$ cat config.mk
export PLATFORM = sky130hd
export DESIGN_NAME = tmr_dual_timer
export DESIGN_NICKNAME = d
export VERILOG_FILES = /design/src/rtl/tmr_edge_sync.v /design/src/rtl/tmr_src_sel.v /design/src/rtl/tmr_dual_timer.v
export VERILOG_INCLUDE_DIRS = /design/src /design/src/rtl
export SDC_FILE = /design/constraint.sdc
export NUM_CORES = 1
export LEC_CHECK = 0
export ABC_AREA = 1
export BUFFER_PORTS_ARGS = -buffer_cell sky130_fd_sc_hd__clkbuf_2
export CAP_MARGIN = 20
export CORE_ASPECT_RATIO = 2
export CORE_UTILIZATION = 56
export DETAILED_ROUTE_END_ITERATION = 12
export HOLD_SLACK_MARGIN = 0.1
export PLACE_DENSITY = 0.87
export SLEW_MARGIN = 20
export SYNTH_ARGS = -nofsm -noshare
export SYNTH_HDL_FRONTEND = slang
export SYNTH_SLANG_ARGS = --single-unit
$ cat constraint.sdc
create_clock -name aclk -period 3.5 [get_ports aclk]
set_input_delay 0.35 -clock aclk [delete_from_list [all_inputs] [get_ports aclk]]
set_output_delay 0.35 -clock aclk [all_outputs]
set_load 0.05 [all_outputs]
$ cat src/rtl/tmr_defs.vh
`ifndef TMR_DEFS_VH
`define TMR_DEFS_VH

// Register indices; byte address is four times the index
`define TMR_IDX_CLKSEL 16'hff41
`define TMR_IDX_CMP_A 16'hff42
`define TMR_IDX_CMP_B 16'hff43
`define TMR_IDX_CNT_A 16'hff44
`define TMR_IDX_CNT_B 16'hff45
`define TMR_IDX_MODE 16'hff46
`define TMR_IDX_CNT16 16'hff47
`define TMR_IDX_BITOP 16'hff48
`define TMR_IDX_OSC 16'hff49

// Mode control fields
`define TMR_RUN_A 0
`define TMR_RUN_B 1
`define TMR_CASCADE 2
// Bit operation fields
`define TMR_BITOP_POS 2:0
`define TMR_BITOP_VAL 3
// Oscillator mode field
`define TMR_OSC_FAST 0
// Clock select nibbles
`define TMR_SEL_A 3:0
`define TMR_SEL_B 7:4

// Clock select codes
`define TMR_SEL_FALL 4'h0
`define TMR_SEL_RISE 4'h1
`define TMR_SEL_DIV_LO 4'h6
`define TMR_SEL_DIV_HI 4'he
`define TMR_SEL_DIV_TOP 4'hf
`define TMR_EXP_OFS 4'h5
`define TMR_EXP_TOP 4'hb

`define TMR_BYTE_ZERO 8'h00
`define TMR_BYTE_MAX 8'hff
`define TMR_REG_RST 8'h00
`define TMR_RESP_OKAY 2'b00
`define TMR_RESP_SLVERR 2'b10

`endif

$ cat src/rtl/tmr_edge_sync.v
`timescale 1ns/1ps
`include "tmr_defs.vh"

module tmr_edge_sync (
	input wire aclk, // System clock
	input wire aresetn, // Synchronous reset, active low
	input wire pin_in, // Asynchronous count pin
	output reg rise, // One-cycle pulse on a rising edge
	output reg fall // One-cycle pulse on a falling edge
);
	reg s1_r;
	reg s2_r;
	reg s3_r;
	reg level_r;

	always @(posedge aclk) begin
		if (!aresetn) begin
			s1_r <= 1'b0;
			s2_r <= 1'b0;
			s3_r <= 1'b0;
			level_r <= 1'b0;
			rise <= 1'b0;
			fall <= 1'b0;
		end else begin
			s1_r <= pin_in;
			s2_r <= s1_r;
			s3_r <= s2_r;
			rise <= 1'b0;
			fall <= 1'b0;
			// Change accepted only once two stages agree
			if (s2_r == s3_r && s3_r != level_r) begin
				level_r <= s3_r;
				rise <= s3_r; // RULE23
				fall <= ~s3_r; // RULE23
			end
		end
	end
endmodule

$ cat src/rtl/tmr_src_sel.v
`timescale 1ns/1ps
`include "tmr_defs.vh"

module tmr_src_sel #(
	parameter PRE_W = 13
) (
	input wire [3:0] sel, // Clock select nibble
	input wire osc_fast, // 1: prescaler runs at full rate
	input wire [PRE_W-1:0] pre, // Free-running prescaler
	input wire ext_rise, // Synchronised rising edge
	input wire ext_fall, // Synchronised falling edge
	output reg tick // One count clock this cycle
);
	reg [3:0] exp_w;
	reg [PRE_W-1:0] mask;

	always @* begin
		exp_w = 4'h0;
		mask = {PRE_W{1'b0}};
		tick = 1'b0;
		case (sel)
			`TMR_SEL_FALL: tick = ext_fall; // RULE12
			`TMR_SEL_RISE: tick = ext_rise; // RULE12
			default: begin
				if (sel >= `TMR_SEL_DIV_LO) begin
					exp_w = (sel == `TMR_SEL_DIV_TOP) ? `TMR_EXP_TOP : sel - `TMR_EXP_OFS; // RULE12
					// Slow oscillator mode doubles every period
					exp_w = exp_w + {3'b000, ~osc_fast}; // RULE13
					mask = ~({PRE_W{1'b1}} << exp_w);
					tick = &(pre | ~mask);
				end
				// Prohibited codes produce no count clock
			end
		endcase
	end
endmodule

$ cat src/rtl/tmr_dual_timer.v
// How it works
// RULE1: each 8-bit counter is compared with its compare byte; equality raises its request.
// RULE2: interval mode: on match the counter clears to zero, keeps counting, raises request.
// RULE3: compare bytes take 00h to ffh; paired they give 0000h to ffffh.
// RULE4: software writes compare bytes singly; no 16-bit writes to them.
// RULE5: reset clears both counts to 00h; compare bytes are left undefined.
// RULE6: reset clears clock select and mode control to 00h.
// RULE7: in 16-bit mode software stops counting before new compare values.
// RULE8: compare below count gives no clear; counter wraps through zero first.
// RULE9: software restarts the timer after lowering a compare value.
// RULE10: counts read as bytes; in 16-bit mode one read returns both consistently.
// RULE11: low clock select nibble feeds channel A, high nibble channel B.
// RULE12: codes: 0 falling pin, 1 rising pin, 6..e divide 2..512, f divide 2048.
// RULE13: prescaler runs at oscillator rate or half, per the oscillator mode bit.
// RULE14: software stops the timer before changing clock select.
// RULE15: mode control holds run bits of both channels and channel B mode.
// RULE16: mode control takes whole-byte writes and single-bit writes.
// RULE17: software stops counting before switching between 8-bit and 16-bit mode.
// RULE18: in 16-bit mode software starts and stops with the joint enable only.
// RULE19: mode bit 2 selects cascade; channel A then uses its own nibble.
// RULE20: in cascade, counter A overflow clocks counter B.
// RULE21: in cascade, compare B is the high byte and compare A the low byte.
// RULE22: in cascade, only a double match clears both and raises channel B request.
// RULE23: pin inputs are synchronised; each qualifying edge counts exactly once.
// RULE24: a stopped channel holds zero, ignores clocks and raises no request.
`timescale 1ns/1ps
`include "tmr_defs.vh"

module tmr_dual_timer #(
	parameter ADDR_W = 18,
	parameter PRE_W = 13
) (
	input wire aclk, // System clock
	input wire aresetn, // Synchronous reset, active low
	input wire [ADDR_W-1:0] s_axi_awaddr, // Write address
	input wire s_axi_awvalid, // Write address valid
	output wire s_axi_awready, // Write address ready
	input wire [31:0] s_axi_wdata, // Write data
	input wire [3:0] s_axi_wstrb, // Write byte strobes
	input wire s_axi_wvalid, // Write data valid
	output wire s_axi_wready, // Write data ready
	output reg [1:0] s_axi_bresp, // Write response
	output reg s_axi_bvalid, // Write response valid
	input wire s_axi_bready, // Write response ready
	input wire [ADDR_W-1:0] s_axi_araddr, // Read address
	input wire s_axi_arvalid, // Read address valid
	output wire s_axi_arready, // Read address ready
	output reg [31:0] s_axi_rdata, // Read data
	output reg [1:0] s_axi_rresp, // Read response
	output reg s_axi_rvalid, // Read data valid
	input wire s_axi_rready, // Read data ready
	input wire ext_count_in_a, // Event pin, channel A
	input wire ext_count_in_b, // Event pin, channel B
	output reg match_irq_a, // Match pulse, channel A
	output reg match_irq_b // Match pulse, channel B
);
	reg [7:0] count_clock_select_r;
	reg [7:0] compare_value_a_r;
	reg [7:0] compare_value_b_r;
	reg [7:0] count_value_a_r;
	reg [7:0] count_value_b_r;
	reg [7:0] timer_mode_control_r;
	reg osc_mode_select_r;
	reg [PRE_W-1:0] pre_r;

	reg aw_hold_r;
	reg [ADDR_W-1:0] aw_addr_r;
	reg w_hold_r;
	reg [31:0] w_data_r;
	reg [3:0] w_strb_r;

	wire rise_a;
	wire fall_a;
	wire rise_b;
	wire fall_b;
	wire src_tick_a;
	wire src_tick_b;

	wire [15:0] wr_idx = aw_addr_r[ADDR_W-1:2];
	wire [15:0] rd_idx = s_axi_araddr[ADDR_W-1:2];
	wire [7:0] wr_byte = w_data_r[7:0];
	wire wr_lane0 = w_strb_r[0];
	wire do_wr = aw_hold_r & w_hold_r;

	wire run_a = timer_mode_control_r[`TMR_RUN_A];
	wire cascade = timer_mode_control_r[`TMR_CASCADE]; // RULE19
	// Joint enable drives both halves in cascade
	wire run_b = cascade ? run_a : timer_mode_control_r[`TMR_RUN_B]; // RULE15 RULE18
	wire match_a = count_value_a_r == compare_value_a_r; // RULE1
	wire match_b = count_value_b_r == compare_value_b_r; // RULE1 RULE21
	wire tick_a = run_a & src_tick_a; // RULE24
	wire ovf_a = tick_a & (count_value_a_r == `TMR_BYTE_MAX);
	wire match16 = tick_a & match_a & match_b; // RULE22
	wire tick_b = run_b & (cascade ? ovf_a : src_tick_b); // RULE20

	assign s_axi_awready = ~aw_hold_r & ~s_axi_bvalid;
	assign s_axi_wready = ~w_hold_r & ~s_axi_bvalid;
	assign s_axi_arready = ~s_axi_rvalid;

	tmr_edge_sync u_sync_a (
		.aclk(aclk),
		.aresetn(aresetn),
		.pin_in(ext_count_in_a),
		.rise(rise_a),
		.fall(fall_a)
	);

	tmr_edge_sync u_sync_b (
		.aclk(aclk),
		.aresetn(aresetn),
		.pin_in(ext_count_in_b),
		.rise(rise_b),
		.fall(fall_b)
	);

	tmr_src_sel #(.PRE_W(PRE_W)) u_sel_a (
		.sel(count_clock_select_r[`TMR_SEL_A]), // RULE11 RULE19
		.osc_fast(osc_mode_select_r),
		.pre(pre_r),
		.ext_rise(rise_a),
		.ext_fall(fall_a),
		.tick(src_tick_a)
	);

	tmr_src_sel #(.PRE_W(PRE_W)) u_sel_b (
		.sel(count_clock_select_r[`TMR_SEL_B]), // RULE11
		.osc_fast(osc_mode_select_r),
		.pre(pre_r),
		.ext_rise(rise_b),
		.ext_fall(fall_b),
		.tick(src_tick_b)
	);

	// Address decode for both directions
	function mapped;
		input [15:0] idx;
		begin
			mapped = (idx >= `TMR_IDX_CLKSEL) && (idx <= `TMR_IDX_OSC);
		end
	endfunction

	// Write channel: address and data accepted in either order
	always @(posedge aclk) begin
		if (!aresetn) begin
			aw_hold_r <= 1'b0;
			aw_addr_r <= {ADDR_W{1'b0}};
			w_hold_r <= 1'b0;
			w_data_r <= 32'h0000_0000;
			w_strb_r <= 4'h0;
			s_axi_bvalid <= 1'b0;
			s_axi_bresp <= `TMR_RESP_OKAY;
		end else begin
			if (s_axi_awvalid && s_axi_awready) begin
				aw_hold_r <= 1'b1;
				aw_addr_r <= s_axi_awaddr;
			end
			if (s_axi_wvalid && s_axi_wready) begin
				w_hold_r <= 1'b1;
				w_data_r <= s_axi_wdata;
				w_strb_r <= s_axi_wstrb;
			end
			if (do_wr) begin
				aw_hold_r <= 1'b0;
				w_hold_r <= 1'b0;
				s_axi_bvalid <= 1'b1;
				s_axi_bresp <= mapped(wr_idx) ? `TMR_RESP_OKAY : `TMR_RESP_SLVERR;
			end else if (s_axi_bvalid && s_axi_bready) begin
				s_axi_bvalid <= 1'b0;
			end
		end
	end

	// Control registers
	always @(posedge aclk) begin
		if (!aresetn) begin
			count_clock_select_r <= `TMR_REG_RST; // RULE6
			timer_mode_control_r <= `TMR_REG_RST; // RULE6
			osc_mode_select_r <= 1'b0;
		end else if (do_wr && wr_lane0) begin
			case (wr_idx)
				`TMR_IDX_CLKSEL: count_clock_select_r <= wr_byte;
				`TMR_IDX_MODE: timer_mode_control_r <= wr_byte; // RULE16
				`TMR_IDX_BITOP: begin
					// Only the addressed bit moves
					timer_mode_control_r[wr_byte[`TMR_BITOP_POS]] <=
						wr_byte[`TMR_BITOP_VAL]; // RULE16
				end
				`TMR_IDX_OSC: osc_mode_select_r <= wr_byte[`TMR_OSC_FAST];
				default: begin
				end
			endcase
		end
	end

	// Compare bytes carry no reset; software must load them before starting
	always @(posedge aclk) begin
		if (do_wr && wr_lane0 && wr_idx == `TMR_IDX_CMP_A) begin
			compare_value_a_r <= wr_byte; // RULE3 RULE4 RULE5
		end
		if (do_wr && wr_lane0 && wr_idx == `TMR_IDX_CMP_B) begin
			compare_value_b_r <= wr_byte; // RULE3 RULE4 RULE5
		end
	end

	always @(posedge aclk) begin
		if (!aresetn) begin
			pre_r <= {PRE_W{1'b0}};
		end else begin
			pre_r <= pre_r + {{(PRE_W-1){1'b0}}, 1'b1};
		end
	end

	// Counters and match requests
	always @(posedge aclk) begin
		if (!aresetn) begin
			count_value_a_r <= `TMR_BYTE_ZERO; // RULE5
			count_value_b_r <= `TMR_BYTE_ZERO; // RULE5
			match_irq_a <= 1'b0;
			match_irq_b <= 1'b0;
		end else begin
			// Channel A still flags its own match in cascade
			match_irq_a <= tick_a & match_a; // RULE1 RULE2
			match_irq_b <= cascade ? (run_b & match16) : (tick_b & match_b); // RULE22 RULE24
			if (!run_a) begin
				count_value_a_r <= `TMR_BYTE_ZERO; // RULE24
			end else if (tick_a) begin
				if (match_a && (!cascade || match_b)) begin
					count_value_a_r <= `TMR_BYTE_ZERO; // RULE2 RULE22
				end else begin
					// No match below the count: runs on and wraps
					count_value_a_r <= count_value_a_r + 8'h01; // RULE8
				end
			end
			if (!run_b) begin
				count_value_b_r <= `TMR_BYTE_ZERO; // RULE24
			end else if (cascade && match16) begin
				count_value_b_r <= `TMR_BYTE_ZERO; // RULE22
			end else if (tick_b) begin
				if (!cascade && match_b) begin
					count_value_b_r <= `TMR_BYTE_ZERO; // RULE2
				end else begin
					count_value_b_r <= count_value_b_r + 8'h01; // RULE8 RULE20
				end
			end
		end
	end

	// Read channel: answer one cycle after the address is taken
	always @(posedge aclk) begin
		if (!aresetn) begin
			s_axi_rvalid <= 1'b0;
			s_axi_rdata <= 32'h0000_0000;
			s_axi_rresp <= `TMR_RESP_OKAY;
		end else if (s_axi_arvalid && s_axi_arready) begin
			s_axi_rvalid <= 1'b1;
			s_axi_rresp <= mapped(rd_idx) ? `TMR_RESP_OKAY : `TMR_RESP_SLVERR;
			case (rd_idx)
				`TMR_IDX_CLKSEL: s_axi_rdata <= {24'h000000, count_clock_select_r};
				`TMR_IDX_CMP_A: s_axi_rdata <= {24'h000000, compare_value_a_r};
				`TMR_IDX_CMP_B: s_axi_rdata <= {24'h000000, compare_value_b_r};
				`TMR_IDX_CNT_A: s_axi_rdata <= {24'h000000, count_value_a_r}; // RULE10
				`TMR_IDX_CNT_B: s_axi_rdata <= {24'h000000, count_value_b_r}; // RULE10
				`TMR_IDX_MODE: s_axi_rdata <= {24'h000000, timer_mode_control_r};
				// Both bytes sampled on the same edge, so never torn
				`TMR_IDX_CNT16: s_axi_rdata <= {16'h0000, count_value_b_r, count_value_a_r}; // RULE10
				`TMR_IDX_OSC: s_axi_rdata <= {31'h00000000, osc_mode_select_r};
				default: s_axi_rdata <= 32'h0000_0000;
			endcase
		end else if (s_axi_rvalid && s_axi_rready) begin
			s_axi_rvalid <= 1'b0;
		end
	end
endmodule

# == Word level (Yosys, flattened, before mapping) ==
# Cells that the tools add are included.
# totals
regBits,143
in_bits,81
wordCells,154
# classes
n_addsub,7
n_lt_le_gt_ge,8
eq_ne,25
shift,2
muxes,22
bitwise,25
n_reduce_logical,33
# op_table
operator,count
== test 16 bit (second input constant),14
one-hot mux 16 bit (8 select lines),1
NOT 13 bit,4
greater-or-equal comparator 16 bit (second input constant),2
<= comparator 16 bit (second input constant),2
OR 13 bit,2
AND reduction 13 bit,2
<< shifter 13 x 4 -> 13 bit (first input constant),2
adder 8 x 1 -> 8 bit (second input constant),2
== test 8 bit,2
logical AND 1 bit,16
two-way mux 8 bit,2
one-hot mux 8 bit (2 select lines),1
adder 13 x 1 -> 13 bit (second input constant),1
AND reduction 2 bit,6
bitwise AND 1 bit,10
two-way mux 1 bit,10
NOT 1 bit,9
adder 4 x 1 -> 4 bit,2
bitwise mux 8 bit,1
== test 4 x 1 -> 1 bit (second input constant),2
== test 4 bit (second input constant),2
== test 8 bit (second input constant),1
greater-or-equal comparator 4 x 3 -> 1 bit (second input constant),2
15 further kinds,24

# == Longest topological paths before layout ==
# Gate-level depths: netlist of the first run.
# depth
word_depth,16
ltp_mapped,22
depth_no_buf,22

# == By module ==
# Synthesis of the first run repeated with hierarchy kept, for this count alone.
# unflattened
cells_unflattened,1084
hier_area_um2,7231.9
# by_module_without_submodules
mod,n_inst,cells_each,area_per_inst_um2,seq_area_each_um2
tmr_dual_timer,1,848,5915.7,2382.3
tmr_src_sel,2,95,471.7,0.0
tmr_edge_sync,2,23,186.4,120.1

# == Least setup slack after synthesis of the first run ==
# No wires, ideal clock.
# synth_path
kind,flip-flop to flip-flop
start,register count_clock_select_r[4]
end,register count_value_b_r[4]
setup_time_ps,130
arrival_ps,2455
t_required_ps,3370
slack_ps,916
path_stages_with_launch,17
path_buffers,0
path_cell_list,dfxtp_1 -> ha_1 -> nand3_1 -> nand2_1 -> ha_1 -> ha_1 -> or2_2 -> nor2_1 -> nand2_1 -> nand2_1 -> nand2_1 -> nor2_1 -> nand3_1 -> a21oi_4 -> nand2_2 -> nand2_1 -> a21oi_1
# synth_via
elab_chain_cells,12
elab_cells_between_ends,16
# synth_rtl
item,line,rtl
from (decl),tmr_dual_timer.v:57,reg [7:0] count_clock_select_r;
from (signal assigned),tmr_dual_timer.v:176,count_clock_select_r <= `TMR_REG_RST;
from (signal assigned),tmr_dual_timer.v:181,`TMR_IDX_CLKSEL: count_clock_select_r <= wr_byte;
subtractor 4 x 3 -> 4 bit (no source line) / == test 4 bit (equally long branches),--,
two-way mux 4 bit (no source line),--,
adder 4 x 1 -> 4 bit,tmr_src_sel.v:28,"exp_w = exp_w + {3'b000, ~osc_fast};"
<< shifter 13 x 4 -> 13 bit,tmr_src_sel.v:29,mask = ~({PRE_W{1'b1}} << exp_w);
NOT 13 bit,tmr_src_sel.v:29,
NOT 13 bit,tmr_src_sel.v:30,tick = &(pre | ~mask);
OR 13 bit,tmr_src_sel.v:30,
AND reduction 13 bit,tmr_src_sel.v:30,
two-way mux 1 bit,tmr_src_sel.v:25,if (sel >= `TMR_SEL_DIV_LO) begin
one-hot mux 1 bit (2 select lines) *,tmr_src_sel.v:21,case (sel)
two-way mux 1 bit *,tmr_dual_timer.v:94,wire tick_b = run_b & (cascade ? ovf_a : src_tick_b);
bitwise AND 1 bit *,tmr_dual_timer.v:94,
to (signal assigned),tmr_dual_timer.v:217,count_value_b_r <= `TMR_BYTE_ZERO;
to (signal assigned),tmr_dual_timer.v:235,count_value_b_r <= `TMR_BYTE_ZERO;
to (signal assigned),tmr_dual_timer.v:237,count_value_b_r <= `TMR_BYTE_ZERO;
to (decl),tmr_dual_timer.v:61,reg [7:0] count_value_b_r;
# Every way passes the cells marked *; elsewhere a longest branch is shown, timed or not.
# A chain may end at the register's enable or synchronous reset.

# == Worst setup path in the final report of the first run ==
# layout_path
start,register count_clock_select_r[0]
end,register count_value_b_r[4]
# layout_via
elab_chain_cells,15
elab_cells_between_ends,22
# layout_rtl
item,line,rtl
subtractor 4 x 3 -> 4 bit (no source line) / == test 4 bit (equally long branches),--,
two-way mux 4 bit (no source line),--,
adder 4 x 1 -> 4 bit,tmr_src_sel.v:28,
<< shifter 13 x 4 -> 13 bit,tmr_src_sel.v:29,
NOT 13 bit,tmr_src_sel.v:29,
NOT 13 bit,tmr_src_sel.v:30,
OR 13 bit,tmr_src_sel.v:30,
AND reduction 13 bit,tmr_src_sel.v:30,
two-way mux 1 bit,tmr_src_sel.v:25,
one-hot mux 1 bit (2 select lines) *,tmr_src_sel.v:21,
bitwise AND 1 bit *,tmr_dual_timer.v:91,wire tick_a = run_a & src_tick_a;
bitwise AND 1 bit (2 in series),tmr_dual_timer.v:93,wire match16 = tick_a & match_a & match_b;
logical AND 1 bit,tmr_dual_timer.v:236,end else if (cascade && match16) begin
OR reduction 3 bit (no source line),--,
to (signal assigned),tmr_dual_timer.v:235,
to (signal assigned),tmr_dual_timer.v:237,
to (signal assigned),tmr_dual_timer.v:240,count_value_b_r <= `TMR_BYTE_ZERO;
# Marked as above.

==> results of run 1 <==
==> worst min-delay path: stages <==
cell and delay (ns):
clkbuf_2 0.07, nand2_1 0.04, inv_1 0.04
==> routing by layer <==
layer	global-route usage, %	vias up	share of wire, %
li1	-	3237	-
met1	29.3	3023	34
met2	56.4	351	52
met3	6.80	92	6.8
met4	23.1	0	7.4
met5	0	-	0
==> cell families (layout without fill, tap and decap cells) <==
| kind of cell | after synthesis | in the layout | share of synthesized area [%] |
|---|---|---|---|
| other | 1 | 18 | 0.0570 |
| AOI/OAI and AO/OA | 207 | 207 | 17.6 |
| and+or+nand+nor | 401 | 401 | 26.5 |
| buffers and inverters | 188 | 257 | 11.8 |
| DFF | 123 | 123 | 39.8 |
| adders and majority gates | 15 | 15 | 2.85 |
| xor gates and xnor gates | 10 | 10 | 1.33 |
==> synth_stat cells (all sizes together), types with 2 or more instances <==
cell	number	area, sq um
ha	15	188
nand4	21	131
xor2	8	70.1
nor3	29	150
edfxtp	16	480
dfxtp	107	2140
nor4	5	31.3
o311a	2	20.0
o41ai	8	70.1
nand3	55	290
o21ai	84	428
xnor2	2	17.5
nor2	110	415
inv	143	537
o22ai	26	163
clkbuf	22	82.6
clkinv	4	16.3
o211ai	2	15.0
nand2	177	699
o21a	3	22.5
a21oi	74	382
buf	19	143
a31oi	4	25.0
==> worst paths after layout <==
kind	end	slack (ns)
setup / recovery	count_value_b_r[4]	0.37
hold / removal	u_sync_b.s1_r	0.12
setup reg to reg	count_value_b_r[4]	0.37
hold reg to reg	u_sync_a.s2_r	0.41
==> area by class of cell <==
class / count / area [sq um] / area share [%]
inverters: 147 / 553 / 7.26
repair buffers: 78 / 400 / 5.25
flip-flops and latches: 123 / 2620 / 34.4
clock inverters: 14 / 194 / 2.54
multi-input cells: 651 / 3250 / 42.6
clock buffers: 18 / 429 / 5.63
well taps: 142 / 178 / 2.33
==> per-stage QoR <==
step           area [sq um]  cells  total power, uW  util (%)
2_1_floorplan          6650    962             1740         -
3_3_place_gp           7000   1141             1790      61.6
3_5_place_dp           7000   1141             1800      61.6
4_1_cts                7620   1173             3640      67.1
5_1_grt                7620   1173             3750      67.1
6_report               7620   1173             3650      67.1
==> power groups by stage <==
stage          logic [uW]  clock network, uW  registers [uW]
6_report              259               1870            1510
5_1_grt               290               1940            1520
4_1_cts               258               1870            1510
3_5_place_dp          255                  0            1540
3_3_place_gp          249                  0            1540
2_1_floorplan         202                  0            1530
==> registers in the layout, indices dropped and copies added, names as in the netlist, 8 cells and up <==
signal                cells
count_value_a_r           8
pre_r                    13
compare_value_a_r         8
aw_addr_r                16
timer_mode_control_r      8
count_clock_select_r      8
s_axi_rdata              16
compare_value_b_r         8
w_data_r                  8
count_value_b_r           8
==> flow_metrics.env, run 1 <==
export IMPL_finalSetupTns_ns=0
export IMPL_cts_buffers=17
export IMPL_powerDensity_nw_per_um2=478
export IMPL_ff2ff_path_depth=17
export IMPL_grt_pass1_vias=6256
export IMPL_p_sw_uw=912
export IMPL_mostFrequentLayoutCells="nand2_1, inv_1, nor2_1"
export IMPL_setup_viol=0
export IMPL_leakage_uw=0.00319
export IMPL_synth_seq_cells=123
export IMPL_vias=6703
export IMPL_nNetsFinal=1114
export IMPL_cts_sinks=123
export IMPL_yosysUniqueCellTypes=42
export IMPL_hpwlAfterDp_mm=12.7
export IMPL_routabilityCongestion=0.977
export IMPL_grt_pass1_wl_mm=29.0
export IMPL_period_share_pct=89.5
export IMPL_finalClockSkew_ns=0.00755
export IMPL_yosys_most_used_dff="dfxtp_1"
export IMPL_track_usage_pct=30.9
export IMPL_num_rows=55
export IMPL_maxSlewViolCount=0
export IMPL_antenna_left=0
export IMPL_cp_top_family="simple AND/OR/NAND/NOR gates"
export IMPL_drive_above_1_share_pct=12.9
export IMPL_critPathMostFrequentCell="nand2_1"
export IMPL_wl_per_cell_um=15.4
export IMPL_fp_dieW_um=78.7
export IMPL_boundaryPins=124
export IMPL_dieArea_sq_um=12200
export IMPL_hold_path_class="in2reg"
export IMPL_place_ws_ns=0.501
export IMPL_slowest_delay_ns=0.43
export IMPL_layout_commonest_cell="nand2_1"
export IMPL_pwr_share_seq_pct=41.5
export IMPL_dr_pass1_iters=7
export IMPL_cp_end_kind="flip-flop"
export IMPL_max_slew_margin_rel_pct=36.5
export IMPL_synthCells=945
export IMPL_fmax_mhz=319
export IMPL_p_clk_share_pct=51.4
export IMPL_path_clk_slew_ns=0.06
export IMPL_hold_buffers=0
export IMPL_cts_root_buf="clkbuf_16"
export IMPL_start_kind="flip-flop"
export IMPL_worstMarginPinSlew_ns=0.945
export IMPL_grt_max_degree=62
export IMPL_synth_edf_count=16
export IMPL_overflow=0
export IMPL_syn_to_final_growth_pct=15.8
export IMPL_antenna_found_initial=0
export IMPL_start_util_pct=58.0
export IMPL_cp_max_fo=8
export IMPL_sw_frac_of_total_pct=25.0
export IMPL_clockBufferDepth=2
export IMPL_core_area_sq_um=11400
export IMPL_totalWireLength_mm=18.0
export IMPL_cp_num_buf_inv=1
export IMPL_maxCapViolCount=0
export IMPL_cts_tree="done"
export IMPL_synth_area_sq_um=6580
export IMPL_holdWs_ns=0.117
export IMPL_async_flop_share_pct=0
export IMPL_clkLatencyLatePin_ns=0.42
export IMPL_holdPathStages=3
export IMPL_critPathRequiredTime_ns=3.79
export IMPL_period_needed_ns=3.13
export IMPL_fill_cells=957
export IMPL_yosysWarningCount=0
export IMPL_worstSetupPathDepth=17
export IMPL_crit_chain="ha_1, nand3_2, nand2_1, ha_1, ha_1, nor2_1, inv_1, nor2_1, nand2_1, nand2_1, nand2_1, nor2_1, nand3_1, nand2_2, nand4_1, o21ai_2, a21oi_1"
export IMPL_peakVddDrop_uv=574
export IMPL_cp_slowest_cell="o21ai_2"
export IMPL_port_buffers=74
export IMPL_avgViaCountPerCell=5.71
export IMPL_die_y_um=155
export IMPL_seq_area_frac_synth_pct=39.8
export IMPL_setup_ws_ns=0.369
export IMPL_drtIter0Drc=403
export IMPL_critical_path_startpoint="count_clock_select_r[0]"
export IMPL_drcViolationCount=0
export IMPL_rsz0062_at_grt="false"
export IMPL_p_int_uw=2730
export IMPL_critPathKind="reg2reg"
export IMPL_hold_start="ext_count_in_b"
export IMPL_combinationalPowerShare_pct=7.1
export IMPL_cp_arrival_ns=3.42
export IMPL_worstReg2RegStart="count_clock_select_r[0]"
export IMPL_cts_setup_buffers=0
export IMPL_num_antenna_cells=0
export IMPL_cts_resized=0
export IMPL_htree_levels=4
export IMPL_hold_violations=0
export IMPL_syn_area_per_cell_sq_um=6.97
export IMPL_status="complete, no violations"
Power figures use the tool's default switching activity.
==> run 2, diff against run 1 <==
- CORE_UTILIZATION: 56 -> 51
- PLACE_DENSITY: 0.87 -> 0.84
- SLEW_MARGIN: 20 -> not set
- clock period: 3.5 -> 2.6 ns (I/O delays scaled with it)
==> flow_metrics.env, run 2 (same netlist as run 1, synthesis figures left out) <==
export IMPL_max_slew_margin_rel_pct=47.7
export IMPL_pwr_share_seq_pct=40.9
export IMPL_status="finished with violations"
export IMPL_powerDensity_nw_per_um2=601
export IMPL_mostFrequentLayoutCells="nand2_1, inv_1, nor2_1"
export IMPL_avgViaCountPerCell=5.65
export IMPL_fp_dieW_um=82.3
export IMPL_ff2ff_path_depth=19
export IMPL_holdPathStages=3
export IMPL_critPathKind="reg2reg"
export IMPL_grt_max_degree=28
export IMPL_leakage_uw=0.00346
export IMPL_critPathRequiredTime_ns=2.91
export IMPL_wl_per_cell_um=16.3
export IMPL_routabilityCongestion=0.998
export IMPL_crit_chain="ha_4, nand3_2, nand2_2, ha_4, ha_4, nand4_1, nand2_4, nand2_1, nand2_1, nand2_1, nor2_1, nand2_1, nand2_1, nand3_1, nand2_2, nand4_1, o21ai_2, buf_6, a21oi_1"
export IMPL_drtIter0Drc=432
export IMPL_holdWs_ns=0.0951
export IMPL_cts_tree="done"
export IMPL_cts_buffers=17
export IMPL_period_needed_ns=2.69
export IMPL_num_antenna_cells=0
export IMPL_dr_pass1_iters=5
export IMPL_num_rows=58
export IMPL_biggestRegsByFlops="aw_addr_r: 16 flops, s_axi_rdata: 16 flops, pre_r: 13 flops"
export IMPL_clkLatencyLatePin_ns=0.43
export IMPL_combinationalPowerShare_pct=7.4
export IMPL_period_share_pct=103
export IMPL_antenna_left=0
export IMPL_setup_ws_ns=-0.0882
export IMPL_p_clk_share_pct=51.8
export IMPL_nNetsFinal=1163
export IMPL_placedCellCount=1185
export IMPL_port_buffers=74
export IMPL_cp_end_kind="flip-flop"
export IMPL_sw_frac_of_total_pct=24.8
export IMPL_fin_cells=1230
export IMPL_dieArea_sq_um=13400
export IMPL_vias=6945
export IMPL_worstMarginPinSlew_ns=0.776
export IMPL_htree_levels=4
export IMPL_rsz0062_at_grt="true"
export IMPL_hpwlAfterDp_mm=13.5
export IMPL_cts_sinks=123
export IMPL_boundaryPins=124
export IMPL_hold_path_class="in2reg"
export IMPL_slowest_delay_ns=0.37
export IMPL_cp_num_buf_inv=1
export IMPL_track_usage_pct=31.4
export IMPL_totalWireLength_mm=20.0
export IMPL_path_clk_slew_ns=0.06
export IMPL_peakVddDrop_uv=553
export IMPL_cp_slowest_cell="dfxtp_2"
export IMPL_antenna_found_initial=0
export IMPL_p_sw_uw=1240
export IMPL_cp_arrival_ns=3.00
export IMPL_drcViolationCount=0
export IMPL_clockBufferDepth=2
export IMPL_die_y_um=163
export IMPL_maxSlewViolCount=0
export IMPL_maxCapViolCount=0
export IMPL_hold_violations=0
export IMPL_violations="setup timing"
export IMPL_core_area_sq_um=12600
export IMPL_setup_viol=15
export IMPL_grt_pass1_wl_mm=31.2
export IMPL_worstSetupPathDepth=19
export IMPL_start_util_pct=52.4
export IMPL_critPathMostFrequentCell="nand2_1"
export IMPL_drive_above_1_share_pct=19.4
export IMPL_cts_root_buf="clkbuf_16"
export IMPL_layout_commonest_cell="nand2_1"
export IMPL_fmax_mhz=372
export IMPL_finalClockSkew_ns=0.0107
export IMPL_p_int_uw=3750
export IMPL_start_kind="flip-flop"
export IMPL_grt_pass1_vias=6683
export IMPL_overflow=0
export IMPL_cp_top_family="simple AND/OR/NAND/NOR gates"
export IMPL_syn_to_final_growth_pct=26.1
export IMPL_cp_max_fo=8
==> run 2: power groups by stage <==
stage,Combinational (uW),Clock (uW),Sequential (uW)
CTS,362,2570,2040
floorplan,272,0,2060
global placement,337,0,2070
detailed placement,345,0,2080
finish,367,2580,2040
global route,408,2670,2040
==> run 2: worst paths after layout <==
kind,to,start,slack [ns]
worst max register to register,count_value_b_r[1],count_clock_select_r[1],-0.09
worst max-delay path,count_value_b_r[1],count_clock_select_r[1],-0.09
worst min register to register,u_sync_b.s2_r,u_sync_b.s1_r,0.41
worst min-delay path,aw_addr_r[13],s_axi_awaddr[13],0.1
==> run 2: worst reg2reg max path, cell delays in order, from the launching register on <==
cell and delay (ns):
dfxtp_2 0.37, ha_4 0.15, nand3_2 0.07, nand2_2 0.10
ha_4 0.15, ha_4 0.14, nand4_1 0.16, nand2_4 0.16
nand2_1 0.09, nand2_1 0.06, nand2_1 0.05, nor2_1 0.11
nand2_1 0.08, nand2_1 0.09, nand3_1 0.10, nand2_2 0.16
nand4_1 0.16, o21ai_2 0.18, buf_6 0.15, a21oi_1 0.05
==> run 2: cell type report <==
| type | instances | area, sq um |
|---|---|---|
| multi-input cells | 651 | 3440 |
| well taps | 150 | 188 |
| repair buffers | 127 | 826 |
| clock inverters | 13 | 189 |
| inverters | 147 | 564 |
| clock buffers | 19 | 454 |
| fillers | 1011 | 4260 |
| flip-flops and latches | 123 | 2630 |
==> run 2: routing by layer <==
layer	vias up	wire, um	track usage [%]
met2	367	10300	54.5
li1	3332	-	-
met1	3121	6390	26.9
met5	-	0	0
met4	0	1730	26.7
met3	125	1620	11.6
==> run 2: timing repair <==
action,4_1_cts,5_1_grt
gates resized for setup,20,40
pin swaps,8,26
setup buffers,2,2
endpoints found under the hold margin,9,0
endpoints found under the setup margin,18,23
hold buffers,9,0
==> run 2: metrics by stage <==
stage	power [uW]	TNS (ns)	setup slack (ns)	instance area, sq um	utilization, %
after global routing	5120	-3.69	-0.244	8300	66.1
after CTS	4970	0	0.00996	8130	64.7
after detailed placement	2420	-1.01	-0.120	7280	58.0
final	4990	-1.04	-0.0882	8300	66.1
after global placement	2410	-0.567	-0.100	7280	58.0
after floorplan	2340	0	0.0155	6650	-
==> run 3, diff against run 2 <==
- PLACE_DENSITY: 0.84 -> 0.77
- TNS_END_PERCENT: not set -> 30
==> flow_metrics.env, run 3 (same netlist as run 1, synthesis figures left out) <==
export IMPL_antenna_left=0
export IMPL_cts_tree="done"
export IMPL_cp_arrival_ns=2.96
export IMPL_drcViolationCount=0
export IMPL_hold_path_class="in2reg"
export IMPL_final_core_util_pct=66.7
export IMPL_mostFrequentLayoutCells="nand2_1, inv_1, nor2_1"
export IMPL_ff2ff_path_depth=19
export IMPL_place_ws_ns=-0.190
export IMPL_reg2reg_to="count_value_b_r[5]"
export IMPL_syn_to_final_growth_pct=27.2
export IMPL_fmax_mhz=377
export IMPL_clockBufferDepth=2
export IMPL_boundaryPins=124
export IMPL_worstMarginPinSlew_ns=0.618
export IMPL_nNetsFinal=1177
export IMPL_powerDensity_nw_per_um2=606
export IMPL_cp_slowest_cell="dfxtp_2"
export IMPL_port_buffers=74
export IMPL_hpwlAfterDp_mm=13.8
export IMPL_peakVddDrop_uv=722
export IMPL_grt_max_degree=28
export IMPL_grt_pass1_wl_mm=30.2
export IMPL_period_share_pct=102
export IMPL_antenna_found_initial=0
export IMPL_routabilityCongestion=0.989
export IMPL_fin_cells=1244
export IMPL_crit_chain="ha_4, nand3_4, nand2_4, ha_4, ha_4, nand4_1, nand2_2, nand2_2, nand2_2, nand2_1, nor2_1, nand2_1, nand2_1, nand3_2, nand2_2, nand4_1, o21ai_2, buf_6, a21oi_1"
export IMPL_r2r_setup_slack_ns=-0.05
export IMPL_max_slew_margin_rel_pct=58.2
export IMPL_grtUsageMet2_pct=56.2
export IMPL_totalWireLength_mm=19.1
export IMPL_maxCapViolCount=0
export IMPL_finalSetupTns_ns=-0.475
export IMPL_critPathKind="reg2reg"
export IMPL_setup_viol=14
export IMPL_fp_dieW_um=82.3
export IMPL_min_to="aw_addr_r[10]"
export IMPL_violations="setup timing"
export IMPL_htree_levels=4
export IMPL_setup_ws_ns=-0.0528
export IMPL_cp_max_fo=8
export IMPL_clkLatencyLatePin_ns=0.42
export IMPL_track_usage_pct=30.1
export IMPL_finalClockSkew_ns=0.0152
export IMPL_cts_buffers=17
export IMPL_core_area_sq_um=12600
export IMPL_use_met3_pct=5.27
export IMPL_gr_usage_met1_pct=26.4
export IMPL_hold_start="s_axi_awaddr[10]"
export IMPL_slowest_delay_ns=0.36
export IMPL_holdPathStages=3
export IMPL_drive_above_1_share_pct=20.0
export IMPL_dieArea_sq_um=13400
export IMPL_rsz0062_at_grt="true"
export IMPL_drtIter0Drc=439
export IMPL_leakage_uw=0.00352
export IMPL_cts_root_buf="clkbuf_16"
export IMPL_grt_pass1_vias=6533
export IMPL_critPathRequiredTime_ns=2.90
export IMPL_cp_end_kind="flip-flop"
export IMPL_critPathMostFrequentCell="nand2_2"
export IMPL_vias=6902
export IMPL_overflow=0
export IMPL_maxSlewViolCount=0
export IMPL_path_clk_slew_ns=0.06
export IMPL_period_needed_ns=2.65
export IMPL_num_rows=58
export IMPL_busiest_layer="met2"
export IMPL_worstReg2RegStart="count_clock_select_r[0]"
export IMPL_num_antenna_cells=0
export IMPL_biggestRegsByFlops="aw_addr_r: 16 flops, s_axi_rdata: 16 flops, pre_r: 13 flops"
export IMPL_layout_commonest_cell="nand2_1"
export IMPL_status="finished with violations"
export IMPL_avgViaCountPerCell=5.55
export IMPL_die_y_um=163
export IMPL_start_util_pct=52.4
export IMPL_cts_sinks=123
export IMPL_hold_violations=0
export IMPL_critical_path_startpoint="count_clock_select_r[0]"
export IMPL_placedCellCount=1195
export IMPL_start_kind="flip-flop"
export IMPL_dr_pass1_iters=8
export IMPL_wl_per_cell_um=15.4
## run 3: changes by cell type in the layout (fill, tap and decap cells not counted), sizes merged
cell,before,now
bufinv,4,5
clkinv,7,8
inv,145,146
clkinvlp,4,1
buf,44,58
## run 3: worst max-delay path by stage
| stage | slack (ns) | endpoint | cells after the start |
|---|---|---|---|
| 2_1_floorplan | 0.02 | count_value_b_r[4] | 16 |
| 3_3_place_gp | -0.11 | count_value_a_r[5] | 21 |
| 3_5_place_dp | -0.19 | count_value_a_r[5] | 21 |
| 4_1_cts | 0.002 | count_value_b_r[0] | 19 |
| 5_1_grt | -0.18 | count_value_a_r[5] | 22 |
| 6_report | -0.05 | count_value_b_r[5] | 19 |
## run 3: metrics by stage
stage	hold WS, ns	cell area, sq um	total power (uW)
6_report	0.107	8370	5070
5_1_grt	0.141	8370	5220
3_3_place_gp	0.392	7350	2420
2_1_floorplan	0.358	6650	2340
3_5_place_dp	0.400	7350	2420
4_1_cts	0.111	8250	5080
## run 3: critical path: cells and delay by family (launching register included)
kind            cells  cell delay, ns
simple gates       13            1.33
fa+ha+maj           3            0.43
flops               1            0.36
compound gates      2            0.24
buf+inv             1            0.16
## run 3: layer usage
metal	vias up	wire length (um)	share of wire, %
met5	-	0	0
met4	0	1620	8.5
met1	3124	6390	33
li1	3376	-	-
met3	108	881	4.6
met2	294	10300	54
## run 3: power breakdown
part	leakage [uW]	switching, uW	internal, uW
registers	0.00102	58.2	1980
clock network	0.000324	898	1770
logic	0.00218	261	106
total	0.00352	1220	3850
## run 3: final cells by class
class                   count  area, sq um
clock inverters            13          213
inverters                 147          557
clock buffers              19          454
flip-flops and latches    123         2630
multi-input cells         651         3410
well taps                 150          188
repair buffers            141          923
fillers                  1055         4180
## run 3: what timing repair did
| item | CTS | global route |
|---|---|---|
| pin swaps | 17 | 16 |
| setup endpoints to repair | 18 | 21 |
| endpoints found under the hold margin | 9 | 0 |
| resized for setup | 25 | 21 |
| hold buffers | 9 | 0 |
| buffers inserted | 3 | 5 |
